==> src/common/scam_defs.svh <==
// Constants of the supervisor control and auto-mask register group.
// Assumes an 8-bit register address space and a 25 MHz core clock.
//
// What this block does
// - Miscellaneous control register lives at register offset 0x9F.
// - Writing one to control bit 7 starts the built-in self-test.
// - While control bit 5 is one, the reset output is driven low.
// - Control bits 2:0 pick release delay 200us,1,10,16,20,70,100,200ms.
// - Power-up auto-mask at 0xA1 hides fast faults of chosen channels.
// - Power-down auto-mask at 0xA2 hides fast faults of chosen channels.
// - Sleep-exit auto-mask at 0xA3 hides fast faults of chosen channels.
// - Sleep-entry auto-mask at 0xA4 hides fast faults of chosen channels.
// - In every auto-mask register channel n sits at bit n-1; one enables.
// - Auto-mask bits of channels five to eight reset to zero; others preset.
// - Bank select at 0xF0, bit 0 picks bank; bits 7:1 read zero.
// - Activate pin high puts the device in active monitoring.
// - Activate pin low puts the device in shutdown.
// - Interrupt output goes low when a fault is recorded in the flags.
// - A flag clears only when the host writes one to it.
// - Flags stay set after the fault disappears; never self-cleared.
`ifndef SCAM_DEFS_SVH
`define SCAM_DEFS_SVH

// ----------------------------------------
// Register offsets
// ----------------------------------------
`define SCAM_OFF_MISC 8'h9F
`define SCAM_OFF_AM_PU 8'hA1
`define SCAM_OFF_AM_PD 8'hA2
`define SCAM_OFF_AM_SX 8'hA3
`define SCAM_OFF_AM_SN 8'hA4
`define SCAM_OFF_FLT1 8'hB8
`define SCAM_OFF_FLT2 8'hB9
`define SCAM_OFF_BANK 8'hF0

// ----------------------------------------
// Field positions and write masks
// ----------------------------------------
`define SCAM_BIT_BIST 7
`define SCAM_BIT_HRST 5
`define SCAM_MISC_WMASK 8'hA7
`define SCAM_BANK_WMASK 8'h01

// ----------------------------------------
// Reset values
// ----------------------------------------
`define SCAM_RST_MISC 8'h00
`define SCAM_RST_AM_HI 4'h0
`define SCAM_RST_ZERO 8'h00

// ----------------------------------------
// Timing
// ----------------------------------------
`define SCAM_CLK_MHZ 25
`define SCAM_DLY0_US 200
`define SCAM_DLY1_US 1000
`define SCAM_DLY2_US 10000
`define SCAM_DLY3_US 16000
`define SCAM_DLY4_US 20000
`define SCAM_DLY5_US 70000
`define SCAM_DLY6_US 100000
`define SCAM_DLY7_US 200000
`define SCAM_CNT_W 23

`endif

==> src/common/scam_pkg.sv <==
// Types shared by the supervisor control and auto-mask register group.
// Assumes the constants header is compiled alongside.
package scam_pkg;

  // ----------------------------------------
  // Carriers
  // ----------------------------------------
  typedef struct packed {
    logic wr;
    logic rd;
    logic [7:0] addr;
    logic [7:0] wdata;
  } scam_req_t;

  typedef struct packed {
    logic [7:0] ov;
    logic [7:0] uv;
  } scam_fault_t;

  typedef struct packed {
    logic power_up;
    logic power_down;
    logic sleep_exit;
    logic sleep_entry;
  } scam_trans_t;

  // ----------------------------------------
  // State machines
  // ----------------------------------------
  typedef enum logic [1:0] {
    PWR_SHUTDOWN_STATE = 2'b01,
    PWR_ACTIVE = 2'b10
  } scam_pwr_t;

  typedef enum logic [2:0] {
    RO_IDLE = 3'b001,
    RO_HOLD = 3'b010,
    RO_RELEASE = 3'b100
  } scam_rout_t;

endpackage

==> src/scam_regs.sv <==
// Control and auto-mask register group of a multichannel supervisor.
// Assumes the serial front end delivers one-cycle register strobes.
`timescale 1ns/100ps
`include "scam_defs.svh"

module scam_regs
  import scam_pkg::*;
#(
  parameter logic [3:0] AM_LO_INIT = 4'h0,
  parameter logic [2:0] DLY_INIT = 3'h0,
  parameter logic BANK_INIT = 1'b0,
  parameter int unsigned DLY_DIV = 1 // Divides all release delays; keep at one in silicon.
) (
  // Clock and reset.
  input wire logic mclk_i,
  input wire logic srst_i,
  // Register access.
  input wire scam_req_t reg_req_i,
  output logic [7:0] reg_rdata_o,
  // Monitor side.
  input wire scam_fault_t fault_i,
  input wire scam_trans_t trans_i,
  input wire logic activate_pin_i,
  // Open-drain reset pin.
  input wire logic reset_out_n_i,
  output logic reset_out_n_o,
  output logic reset_out_n_oe_o,
  // Open-drain interrupt pin.
  input wire logic fault_irq_n_i,
  output logic fault_irq_n_o,
  output logic fault_irq_n_oe_o,
  // Status toward the rest of the device.
  output logic self_test_request_o,
  output logic shutdown_state_o,
  output logic bank_select_o
);

  // ----------------------------------------
  // Registers
  // ----------------------------------------
  logic [7:0] misc_control;
  logic [7:0] automask_power_up;
  logic [7:0] automask_power_down;
  logic [7:0] automask_sleep_exit;
  logic [7:0] automask_sleep_entry;
  logic [7:0] register_page_select;
  logic [7:0] fault_flags_first;
  logic [7:0] fault_flags_second;
  logic [7:0] suppress;
  logic [7:0] next_ff1;
  logic [7:0] next_ff2;
  logic [7:0] clr1;
  logic [7:0] clr2;
  logic recording;
  scam_pwr_t pwr_state;
  scam_rout_t ro_state;
  scam_rout_t next_ro;
  logic [`SCAM_CNT_W-1:0] ro_cnt;
  logic irq_drive;

  // Write strobes per register.
  wire w_misc = reg_req_i.wr && (reg_req_i.addr == `SCAM_OFF_MISC);
  wire w_pu = reg_req_i.wr && (reg_req_i.addr == `SCAM_OFF_AM_PU);
  wire w_pd = reg_req_i.wr && (reg_req_i.addr == `SCAM_OFF_AM_PD);
  wire w_sx = reg_req_i.wr && (reg_req_i.addr == `SCAM_OFF_AM_SX);
  wire w_sn = reg_req_i.wr && (reg_req_i.addr == `SCAM_OFF_AM_SN);
  wire w_bank = reg_req_i.wr && (reg_req_i.addr == `SCAM_OFF_BANK);
  wire w_f1 = reg_req_i.wr && (reg_req_i.addr == `SCAM_OFF_FLT1);
  wire w_f2 = reg_req_i.wr && (reg_req_i.addr == `SCAM_OFF_FLT2);

  // Maps the delay code onto its cycle count.
  function automatic logic [`SCAM_CNT_W-1:0] dly_cycles(input logic [2:0] code);
    case (code)
      3'h0: return `SCAM_CNT_W'(`SCAM_DLY0_US * `SCAM_CLK_MHZ / DLY_DIV);
      3'h1: return `SCAM_CNT_W'(`SCAM_DLY1_US * `SCAM_CLK_MHZ / DLY_DIV);
      3'h2: return `SCAM_CNT_W'(`SCAM_DLY2_US * `SCAM_CLK_MHZ / DLY_DIV);
      3'h3: return `SCAM_CNT_W'(`SCAM_DLY3_US * `SCAM_CLK_MHZ / DLY_DIV);
      3'h4: return `SCAM_CNT_W'(`SCAM_DLY4_US * `SCAM_CLK_MHZ / DLY_DIV);
      3'h5: return `SCAM_CNT_W'(`SCAM_DLY5_US * `SCAM_CLK_MHZ / DLY_DIV);
      3'h6: return `SCAM_CNT_W'(`SCAM_DLY6_US * `SCAM_CLK_MHZ / DLY_DIV);
      default: return `SCAM_CNT_W'(`SCAM_DLY7_US * `SCAM_CLK_MHZ / DLY_DIV);
    endcase
  endfunction

  // Control register; reserved bits never store, so they read as zero.
  always_ff @(posedge mclk_i) begin
    if (srst_i) begin
      misc_control <= `SCAM_RST_MISC | {5'h00, DLY_INIT};
    end else if (w_misc) begin
      misc_control <= reg_req_i.wdata & `SCAM_MISC_WMASK;
    end
  end

  // Auto-mask registers; upper nibble zero, lower nibble preset at reset.
  always_ff @(posedge mclk_i) begin
    if (srst_i) begin
      automask_power_up <= {`SCAM_RST_AM_HI, AM_LO_INIT};
      automask_power_down <= {`SCAM_RST_AM_HI, AM_LO_INIT};
      automask_sleep_exit <= {`SCAM_RST_AM_HI, AM_LO_INIT};
      automask_sleep_entry <= {`SCAM_RST_AM_HI, AM_LO_INIT};
    end else begin
      if (w_pu) begin
        automask_power_up <= reg_req_i.wdata;
      end
      if (w_pd) begin
        automask_power_down <= reg_req_i.wdata;
      end
      if (w_sx) begin
        automask_sleep_exit <= reg_req_i.wdata;
      end
      if (w_sn) begin
        automask_sleep_entry <= reg_req_i.wdata;
      end
    end
  end

  // Bank select holds only bit 0.
  always_ff @(posedge mclk_i) begin
    if (srst_i) begin
      register_page_select <= {7'h00, BANK_INIT};
    end else if (w_bank) begin
      register_page_select <= reg_req_i.wdata & `SCAM_BANK_WMASK;
    end
  end

  // ----------------------------------------
  // Power state from the activate pin
  // ----------------------------------------
  always_ff @(posedge mclk_i) begin
    if (srst_i) begin
      pwr_state <= PWR_SHUTDOWN_STATE;
    end else begin
      case (pwr_state)
        PWR_SHUTDOWN_STATE: begin
          if (activate_pin_i) begin
            pwr_state <= PWR_ACTIVE;
          end
        end
        PWR_ACTIVE: begin
          if (!activate_pin_i) begin
            pwr_state <= PWR_SHUTDOWN_STATE;
          end
        end
        default: pwr_state <= PWR_SHUTDOWN_STATE;
      endcase
    end
  end

  assign recording = (pwr_state == PWR_ACTIVE);

  // ----------------------------------------
  // Per-channel transition masking
  // ----------------------------------------
  // Channel n is bit n-1 in every auto-mask register.
  for (genvar n = 0; n < 8; n++) begin : g_chan
    assign suppress[n] = (trans_i.power_up & automask_power_up[n])
                       | (trans_i.power_down & automask_power_down[n])
                       | (trans_i.sleep_exit & automask_sleep_exit[n])
                       | (trans_i.sleep_entry & automask_sleep_entry[n]);
  end

  // ----------------------------------------
  // Fault flags
  // ----------------------------------------
  // A new fault in the cycle of its own clear still lands: set wins.
  always_comb begin
    clr1 = w_f1 ? reg_req_i.wdata : 8'h00;
    clr2 = w_f2 ? reg_req_i.wdata : 8'h00;
    next_ff1 = (fault_flags_first & ~clr1)
             | ({8{recording}} & fault_i.uv & ~suppress);
    next_ff2 = (fault_flags_second & ~clr2)
             | ({8{recording}} & fault_i.ov & ~suppress);
  end

  always_ff @(posedge mclk_i) begin
    if (srst_i) begin
      fault_flags_first <= `SCAM_RST_ZERO;
      fault_flags_second <= `SCAM_RST_ZERO;
    end else begin
      fault_flags_first <= next_ff1;
      fault_flags_second <= next_ff2;
    end
  end

  // Interrupt pin follows the stored flags one cycle later.
  always_ff @(posedge mclk_i) begin
    if (srst_i) begin
      irq_drive <= 1'b0;
    end else begin
      irq_drive <= |{fault_flags_first, fault_flags_second};
    end
  end

  // ----------------------------------------
  // Host reset and release delay
  // ----------------------------------------
  // The delay code is sampled when the request drops, so a later edit of
  // the code does not stretch or cut a release already under way.
  always_comb begin
    next_ro = ro_state;
    case (ro_state)
      RO_IDLE: begin
        if (misc_control[`SCAM_BIT_HRST]) begin
          next_ro = RO_HOLD;
        end
      end
      RO_HOLD: begin
        if (!misc_control[`SCAM_BIT_HRST]) begin
          next_ro = RO_RELEASE;
        end
      end
      RO_RELEASE: begin
        if (misc_control[`SCAM_BIT_HRST]) begin
          next_ro = RO_HOLD;
        end else if (ro_cnt <= `SCAM_CNT_W'(1)) begin
          next_ro = RO_IDLE;
        end
      end
      default: next_ro = RO_IDLE;
    endcase
  end

  always_ff @(posedge mclk_i) begin
    if (srst_i) begin
      ro_state <= RO_IDLE;
      ro_cnt <= '0;
    end else begin
      ro_state <= next_ro;
      if (ro_state == RO_HOLD) begin
        ro_cnt <= dly_cycles(misc_control[2:0]);
      end else if (ro_cnt != '0) begin
        ro_cnt <= ro_cnt - `SCAM_CNT_W'(1);
      end
    end
  end

  // ----------------------------------------
  // Read port and outputs
  // ----------------------------------------
  // Unmapped offsets read as zero one cycle after the strobe.
  always_ff @(posedge mclk_i) begin
    if (srst_i) begin
      reg_rdata_o <= 8'h00;
    end else if (reg_req_i.rd) begin
      case (reg_req_i.addr)
        `SCAM_OFF_MISC: reg_rdata_o <= misc_control;
        `SCAM_OFF_AM_PU: reg_rdata_o <= automask_power_up;
        `SCAM_OFF_AM_PD: reg_rdata_o <= automask_power_down;
        `SCAM_OFF_AM_SX: reg_rdata_o <= automask_sleep_exit;
        `SCAM_OFF_AM_SN: reg_rdata_o <= automask_sleep_entry;
        `SCAM_OFF_FLT1: reg_rdata_o <= fault_flags_first;
        `SCAM_OFF_FLT2: reg_rdata_o <= fault_flags_second;
        `SCAM_OFF_BANK: reg_rdata_o <= register_page_select;
        default: reg_rdata_o <= 8'h00;
      endcase
    end
  end

  // Open-drain pins only ever pull low; the pad inputs are not needed.
  assign reset_out_n_o = 1'b0;
  assign reset_out_n_oe_o = (ro_state != RO_IDLE);
  assign fault_irq_n_o = 1'b0;
  assign fault_irq_n_oe_o = irq_drive;
  assign self_test_request_o = misc_control[`SCAM_BIT_BIST];
  assign shutdown_state_o = (pwr_state == PWR_SHUTDOWN_STATE);
  assign bank_select_o = register_page_select[0];

  // ----------------------------------------
  // Assertions
  // ----------------------------------------
  logic [`SCAM_CNT_W-1:0] rel_len;
  logic [`SCAM_CNT_W-1:0] rel_goal;

  always_ff @(posedge mclk_i) begin
    if (srst_i || ro_state != RO_RELEASE) begin
      rel_len <= '0;
      rel_goal <= dly_cycles(misc_control[2:0]);
    end else begin
      rel_len <= rel_len + `SCAM_CNT_W'(1);
    end
  end

  property p_misc_off;
    @(posedge mclk_i) disable iff (srst_i)
      (reg_req_i.rd && reg_req_i.addr == 8'h9F) |=> reg_rdata_o == $past(misc_control);
  endproperty
  a_misc_off: assert property (p_misc_off) else $error("control readback wrong");
  property p_bist;
    @(posedge mclk_i) disable iff (srst_i)
      (w_misc && reg_req_i.wdata[7]) |=> self_test_request_o;
  endproperty
  a_bist: assert property (p_bist) else $error("self-test not requested");
  property p_hold;
    @(posedge mclk_i) disable iff (srst_i)
      $rose(misc_control[5]) |=> reset_out_n_oe_o [*2];
  endproperty
  a_hold: assert property (p_hold) else $error("reset not driven low");
  property p_release_len;
    @(posedge mclk_i) disable iff (srst_i)
      (ro_state == RO_RELEASE && next_ro == RO_IDLE) |-> rel_len + 1 == rel_goal;
  endproperty
  a_release_len: assert property (p_release_len) else $error("release delay wrong");
  // A suppressed channel must gain no new flag, whatever the other channels do.
  property p_mask;
    @(posedge mclk_i) disable iff (srst_i)
      (|suppress) |=> (((fault_flags_first & ~$past(fault_flags_first))
        | (fault_flags_second & ~$past(fault_flags_second))) & $past(suppress)) == 8'h00;
  endproperty
  a_mask: assert property (p_mask) else $error("masked fault recorded");
  property p_bank;
    @(posedge mclk_i) disable iff (srst_i)
      (reg_req_i.rd && reg_req_i.addr == 8'hF0) |=> reg_rdata_o[7:1] == 7'h00;
  endproperty
  a_bank: assert property (p_bank) else $error("bank reserved bits set");
  property p_shutdown_state;
    @(posedge mclk_i) disable iff (srst_i)
      shutdown_state_o |=> (fault_flags_second & ~$past(fault_flags_second)) == 8'h00;
  endproperty
  a_shutdown_state: assert property (p_shutdown_state) else $error("fault recorded in shutdown");
  property p_sticky;
    @(posedge mclk_i) disable iff (srst_i)
      !w_f2 |=> (fault_flags_second & $past(fault_flags_second)) == $past(fault_flags_second);
  endproperty
  a_sticky: assert property (p_sticky) else $error("flag lost without clear");
  property p_irq;
    @(posedge mclk_i) disable iff (srst_i)
      (|{fault_flags_first, fault_flags_second}) |=> fault_irq_n_oe_o;
  endproperty
  a_irq: assert property (p_irq) else $error("interrupt not asserted");
  property p_irq_off;
    @(posedge mclk_i) disable iff (srst_i)
      (fault_flags_first == 8'h00 && fault_flags_second == 8'h00) |=> !fault_irq_n_oe_o;
  endproperty
  a_irq_off: assert property (p_irq_off) else $error("interrupt stuck");

  c_release: cover property (@(posedge mclk_i) ro_state == RO_RELEASE ##1 ro_state == RO_IDLE);
  c_irq: cover property (@(posedge mclk_i) $rose(fault_irq_n_oe_o));
  c_clear: cover property (@(posedge mclk_i) $fell(fault_irq_n_oe_o));
  c_active: cover property (@(posedge mclk_i) $rose(pwr_state == PWR_ACTIVE));

endmodule // scam_regs

==> config.mk <==
export PLATFORM = sky130hd
export DESIGN_NAME = scam_regs
export DESIGN_NICKNAME = d
export VERILOG_FILES = /design/src/common/scam_pkg.sv /design/src/scam_regs.sv
export VERILOG_INCLUDE_DIRS = /design/src /design/src/common
export SDC_FILE = /design/constraint.sdc
export NUM_CORES = 1
export LEC_CHECK = 0
export BUFFER_PORTS_ARGS = -buffer_cell sky130_fd_sc_hd__clkbuf_2
export CAP_MARGIN = 20
export CORE_ASPECT_RATIO = 2
export CORE_MARGIN = 3
export CORE_UTILIZATION = 58
export DETAILED_ROUTE_END_ITERATION = 16
export PLACE_DENSITY = 0.8
export SYNTH_ARGS = -nofsm -noshare
export SYNTH_HDL_FRONTEND = slang
export SYNTH_SLANG_ARGS = --single-unit
==> constraint.sdc <==
create_clock -name mclk_i -period 2.33 [get_ports mclk_i]
set_input_delay 0.466 -clock mclk_i [delete_from_list [all_inputs] [get_ports mclk_i]]
set_output_delay 0.466 -clock mclk_i [all_outputs]
set_load 0.01 [all_outputs]
==> flow_summary.toml <==
[outcome]
status = "complete, no violations"

[clock_tree]
cts_tree = "done"
clk_pin_slew_worst_paths_ns = 0.06
root_buffer = "clkbuf_16"
cts_resized = 0
clockBufferDepth = 2
cts.sink_count = 91
postCtsHoldBufs = 0
cts-buffers-inserted = 9
cts_setup_buffers = 0
cts_htree_levels = 3
insertion_delay_ns = 0.34

[worst_setup_path]
cp.required_ns = 2.55
start_kind = "register"
cp_common_cell = "or4_4"
path_max_fanout = 8
cp_cell_sequence = "or4_4 > or4_4 > nor2_2 > a21o_1 > a211oi_1"
cpMaxStageDelayCell = "or4_4"
end_kind = "register"
crit_arrival_ns = 2.40
slowest_delay_ns = 0.54
critical_path_class = "reg2reg"

[place]
portBuffers = 53
post_dp_cell_area_um2 = 5160
place_congestion = 1.03
dpl.hpwl_um = 11100

[synthesis]
ys_seq_area_frac = 0.389
synth_seq_cells = 91
yosysWarnings = 0
synth_flop_cell = "dfxtp_1"
netlist.area_leader.share = 0.389
synth_area_leaders = "dfxtp_1 39%, nand2_1 5.6%, mux2i_1 5.6%"
avgSynthCellArea_um2 = 8.27
async_reset_ff_frac = 0
netlist_instances = 566
yosysTopAreaCell = "dfxtp_1"
synth-edff-count = 0
ys_types = 60
syn_area_um2 = 4680

[power]
power_frac_clock = 0.312
power_frac_comb = 0.338
swShare = 0.324
finalPower_w = 0.00542
sequentialPowerShare = 0.350
internal-power_w = 0.00366
p_sw_w = 0.00175
power.leakage_nw = 2.02
ir_drop_mv = 0.610
p_per_area_nw_per_um2 = 982

[route]
vias = 4885
ant_nets = 0
drt_iter0_markers = 442
via_per_inst = 6.76
postRouteWirelength_um = 15200
drc = 0
routedWlPerCell_um = 21.0
dr.pass1.iters = 5

[grt]
grt_util_all_layers = 0.333
grt_pass1_vias = 4777
grt_max_degree = 46
antenna_found_initial = 0
overflow = 0
grt_pass1_wl_um = 24100

[timing]
relSlewSlack = 0.511
worstMarginPinSlew_ns = 0.734
rsz0062_at_grt = "false"
setup_viol = 0
period_share = 0.937
fmax_ghz = 0.458
clock_skew_ns = 0.00692
period_needed_ns = 2.18
holdWs_ns = 0.372
slew_violations = 0
hold_viol = 0

[final_layout]
layout_common_cells = "91 x dfxtp_1, 70 x nand2_1, 53 x clkbuf_2, 50 x nor2_1, 41 x a21oi_1"
area_growth_pct = 17.8
postLayoutCoreUtil = 0.715
finalNetCount = 670
drive_above_1_share = 0.194
fin_area_um2 = 5520
mostFrequentLayoutCell = "dfxtp_1"
diodes = 0

[die]
ioPinCount = 58
start_util = 0.607
die_h_um = 133
fp-row-count = 45
die_area_um2 = 9250
core_area_um2 = 7710
die-width_um = 69.5

[job]
cap_violations = 0

[min_path]
hold_class = "in2reg"
power by group through the flow:
stage,Sequential (W),Combinational (W),Clock [W]
2_1_floorplan,0.00189,0.00130,0
3_3_place_gp,0.00191,0.00177,0
3_5_place_dp,0.00193,0.00181,0
4_1_cts,0.00189,0.00182,0.00170
5_1_grt,0.00192,0.00202,0.00177
6_report,0.00190,0.00183,0.00169
kinds of logic (layout without fill, tap and decap cells):
| group | count (synthesis) | count (layout) | share of synthesized area |
|---|---|---|---|
| XOR/XNOR | 18 | 18 | 0.0337 |
| adder cells (fa/ha/maj) | 3 | 3 | 0.00802 |
| other | 1 | 2 | 0.000801 |
| AO/OA/AOI/OAI | 145 | 145 | 0.208 |
| multiplexers | 33 | 33 | 0.0724 |
| buffers and inverters | 48 | 110 | 0.0425 |
| flip-flops | 91 | 91 | 0.389 |
| AND/OR/NAND/NOR | 227 | 227 | 0.245 |
routing by layer:
metal  GRT usage  vias up  part of all wire
met1       0.332     2270              0.32
met5           0        -                 0
met4       0.299        0              0.10
met2       0.581      306              0.52
li1            -     2209                 -
met3      0.0510      100             0.063
worst max-delay path, delay by kind of cell, from the launching register on:
kind / cells / cell delay [ns]
AND/OR/NAND/NOR: 3 / 1.27
AO/OA/AOI/OAI: 2 / 0.44
flip-flops: 1 / 0.35
worst paths after layout:
check	startpoint	end	slack (ns)	cells after the start
worst max-delay path	ro_cnt[17]	ro_cnt[15]	0.15	5
worst min-delay path	fault_i[11]	fault_flags_second[3]	0.37	3
worst max register to register	ro_cnt[17]	ro_cnt[15]	0.15	5
worst min register to register	automask_power_down[4]	automask_power_down[4]	0.48	2
area by class of cell:
cell class	count	area, um2
inverter	6	22.5
tap	94	118
timing repair buffer	88	538
clock inverter	6	111
sequential	91	1820
fill	658	2200
multi-input combinational	428	2670
clock buffer	10	239
state kept, by name, indices dropped and copies added, names as in the netlist:
signal and flops:
ro_cnt 23, automask_power_down 8, automask_power_up 8, automask_sleep_entry 8, automask_sleep_exit 8, fault_flags_first 8
fault_flags_second 8, reg_rdata_o 8, misc_control 5, ro_state 3, pwr_state 2, fault_irq_n_oe_o 1
register_page_select 1
metrics by stage:
step / setup TNS [ns] / std cells / setup slack, ns
final: 0 / 723 / 0.147
after CTS: 0 / 722 / 0.155
after global routing: 0 / 723 / 0.0151
after detailed placement: -0.0599 / 706 / -0.0267
after global placement: 0 / 706 / 0.0330
after floorplan: 0 / 567 / 0.244
Yosys cell counts, types with 3 or more instances:
cell type	instances
nand3_1	27
nor4b_1	4
a22oi_1	30
or3_1	6
and3_1	4
dfxtp_1	91
o31a_1	3
o21ai_0	21
a21oi_1	41
a221oi_1	18
nor3_1	12
a211oi_1	7
nand4_1	5
nor4_1	10
nor3b_1	4
xnor2_1	12
or2_2	4
buf_2	3
nor2b_1	9
o32ai_1	3
xor2_1	6
inv_1	5
and4b_1	3
clkbuf_1	36
o21a_1	5
mux2_2	7
nand2_1	70
mux2i_1	26
ha_1	3
nor2_1	50
(Power assumes the default switching activity.)
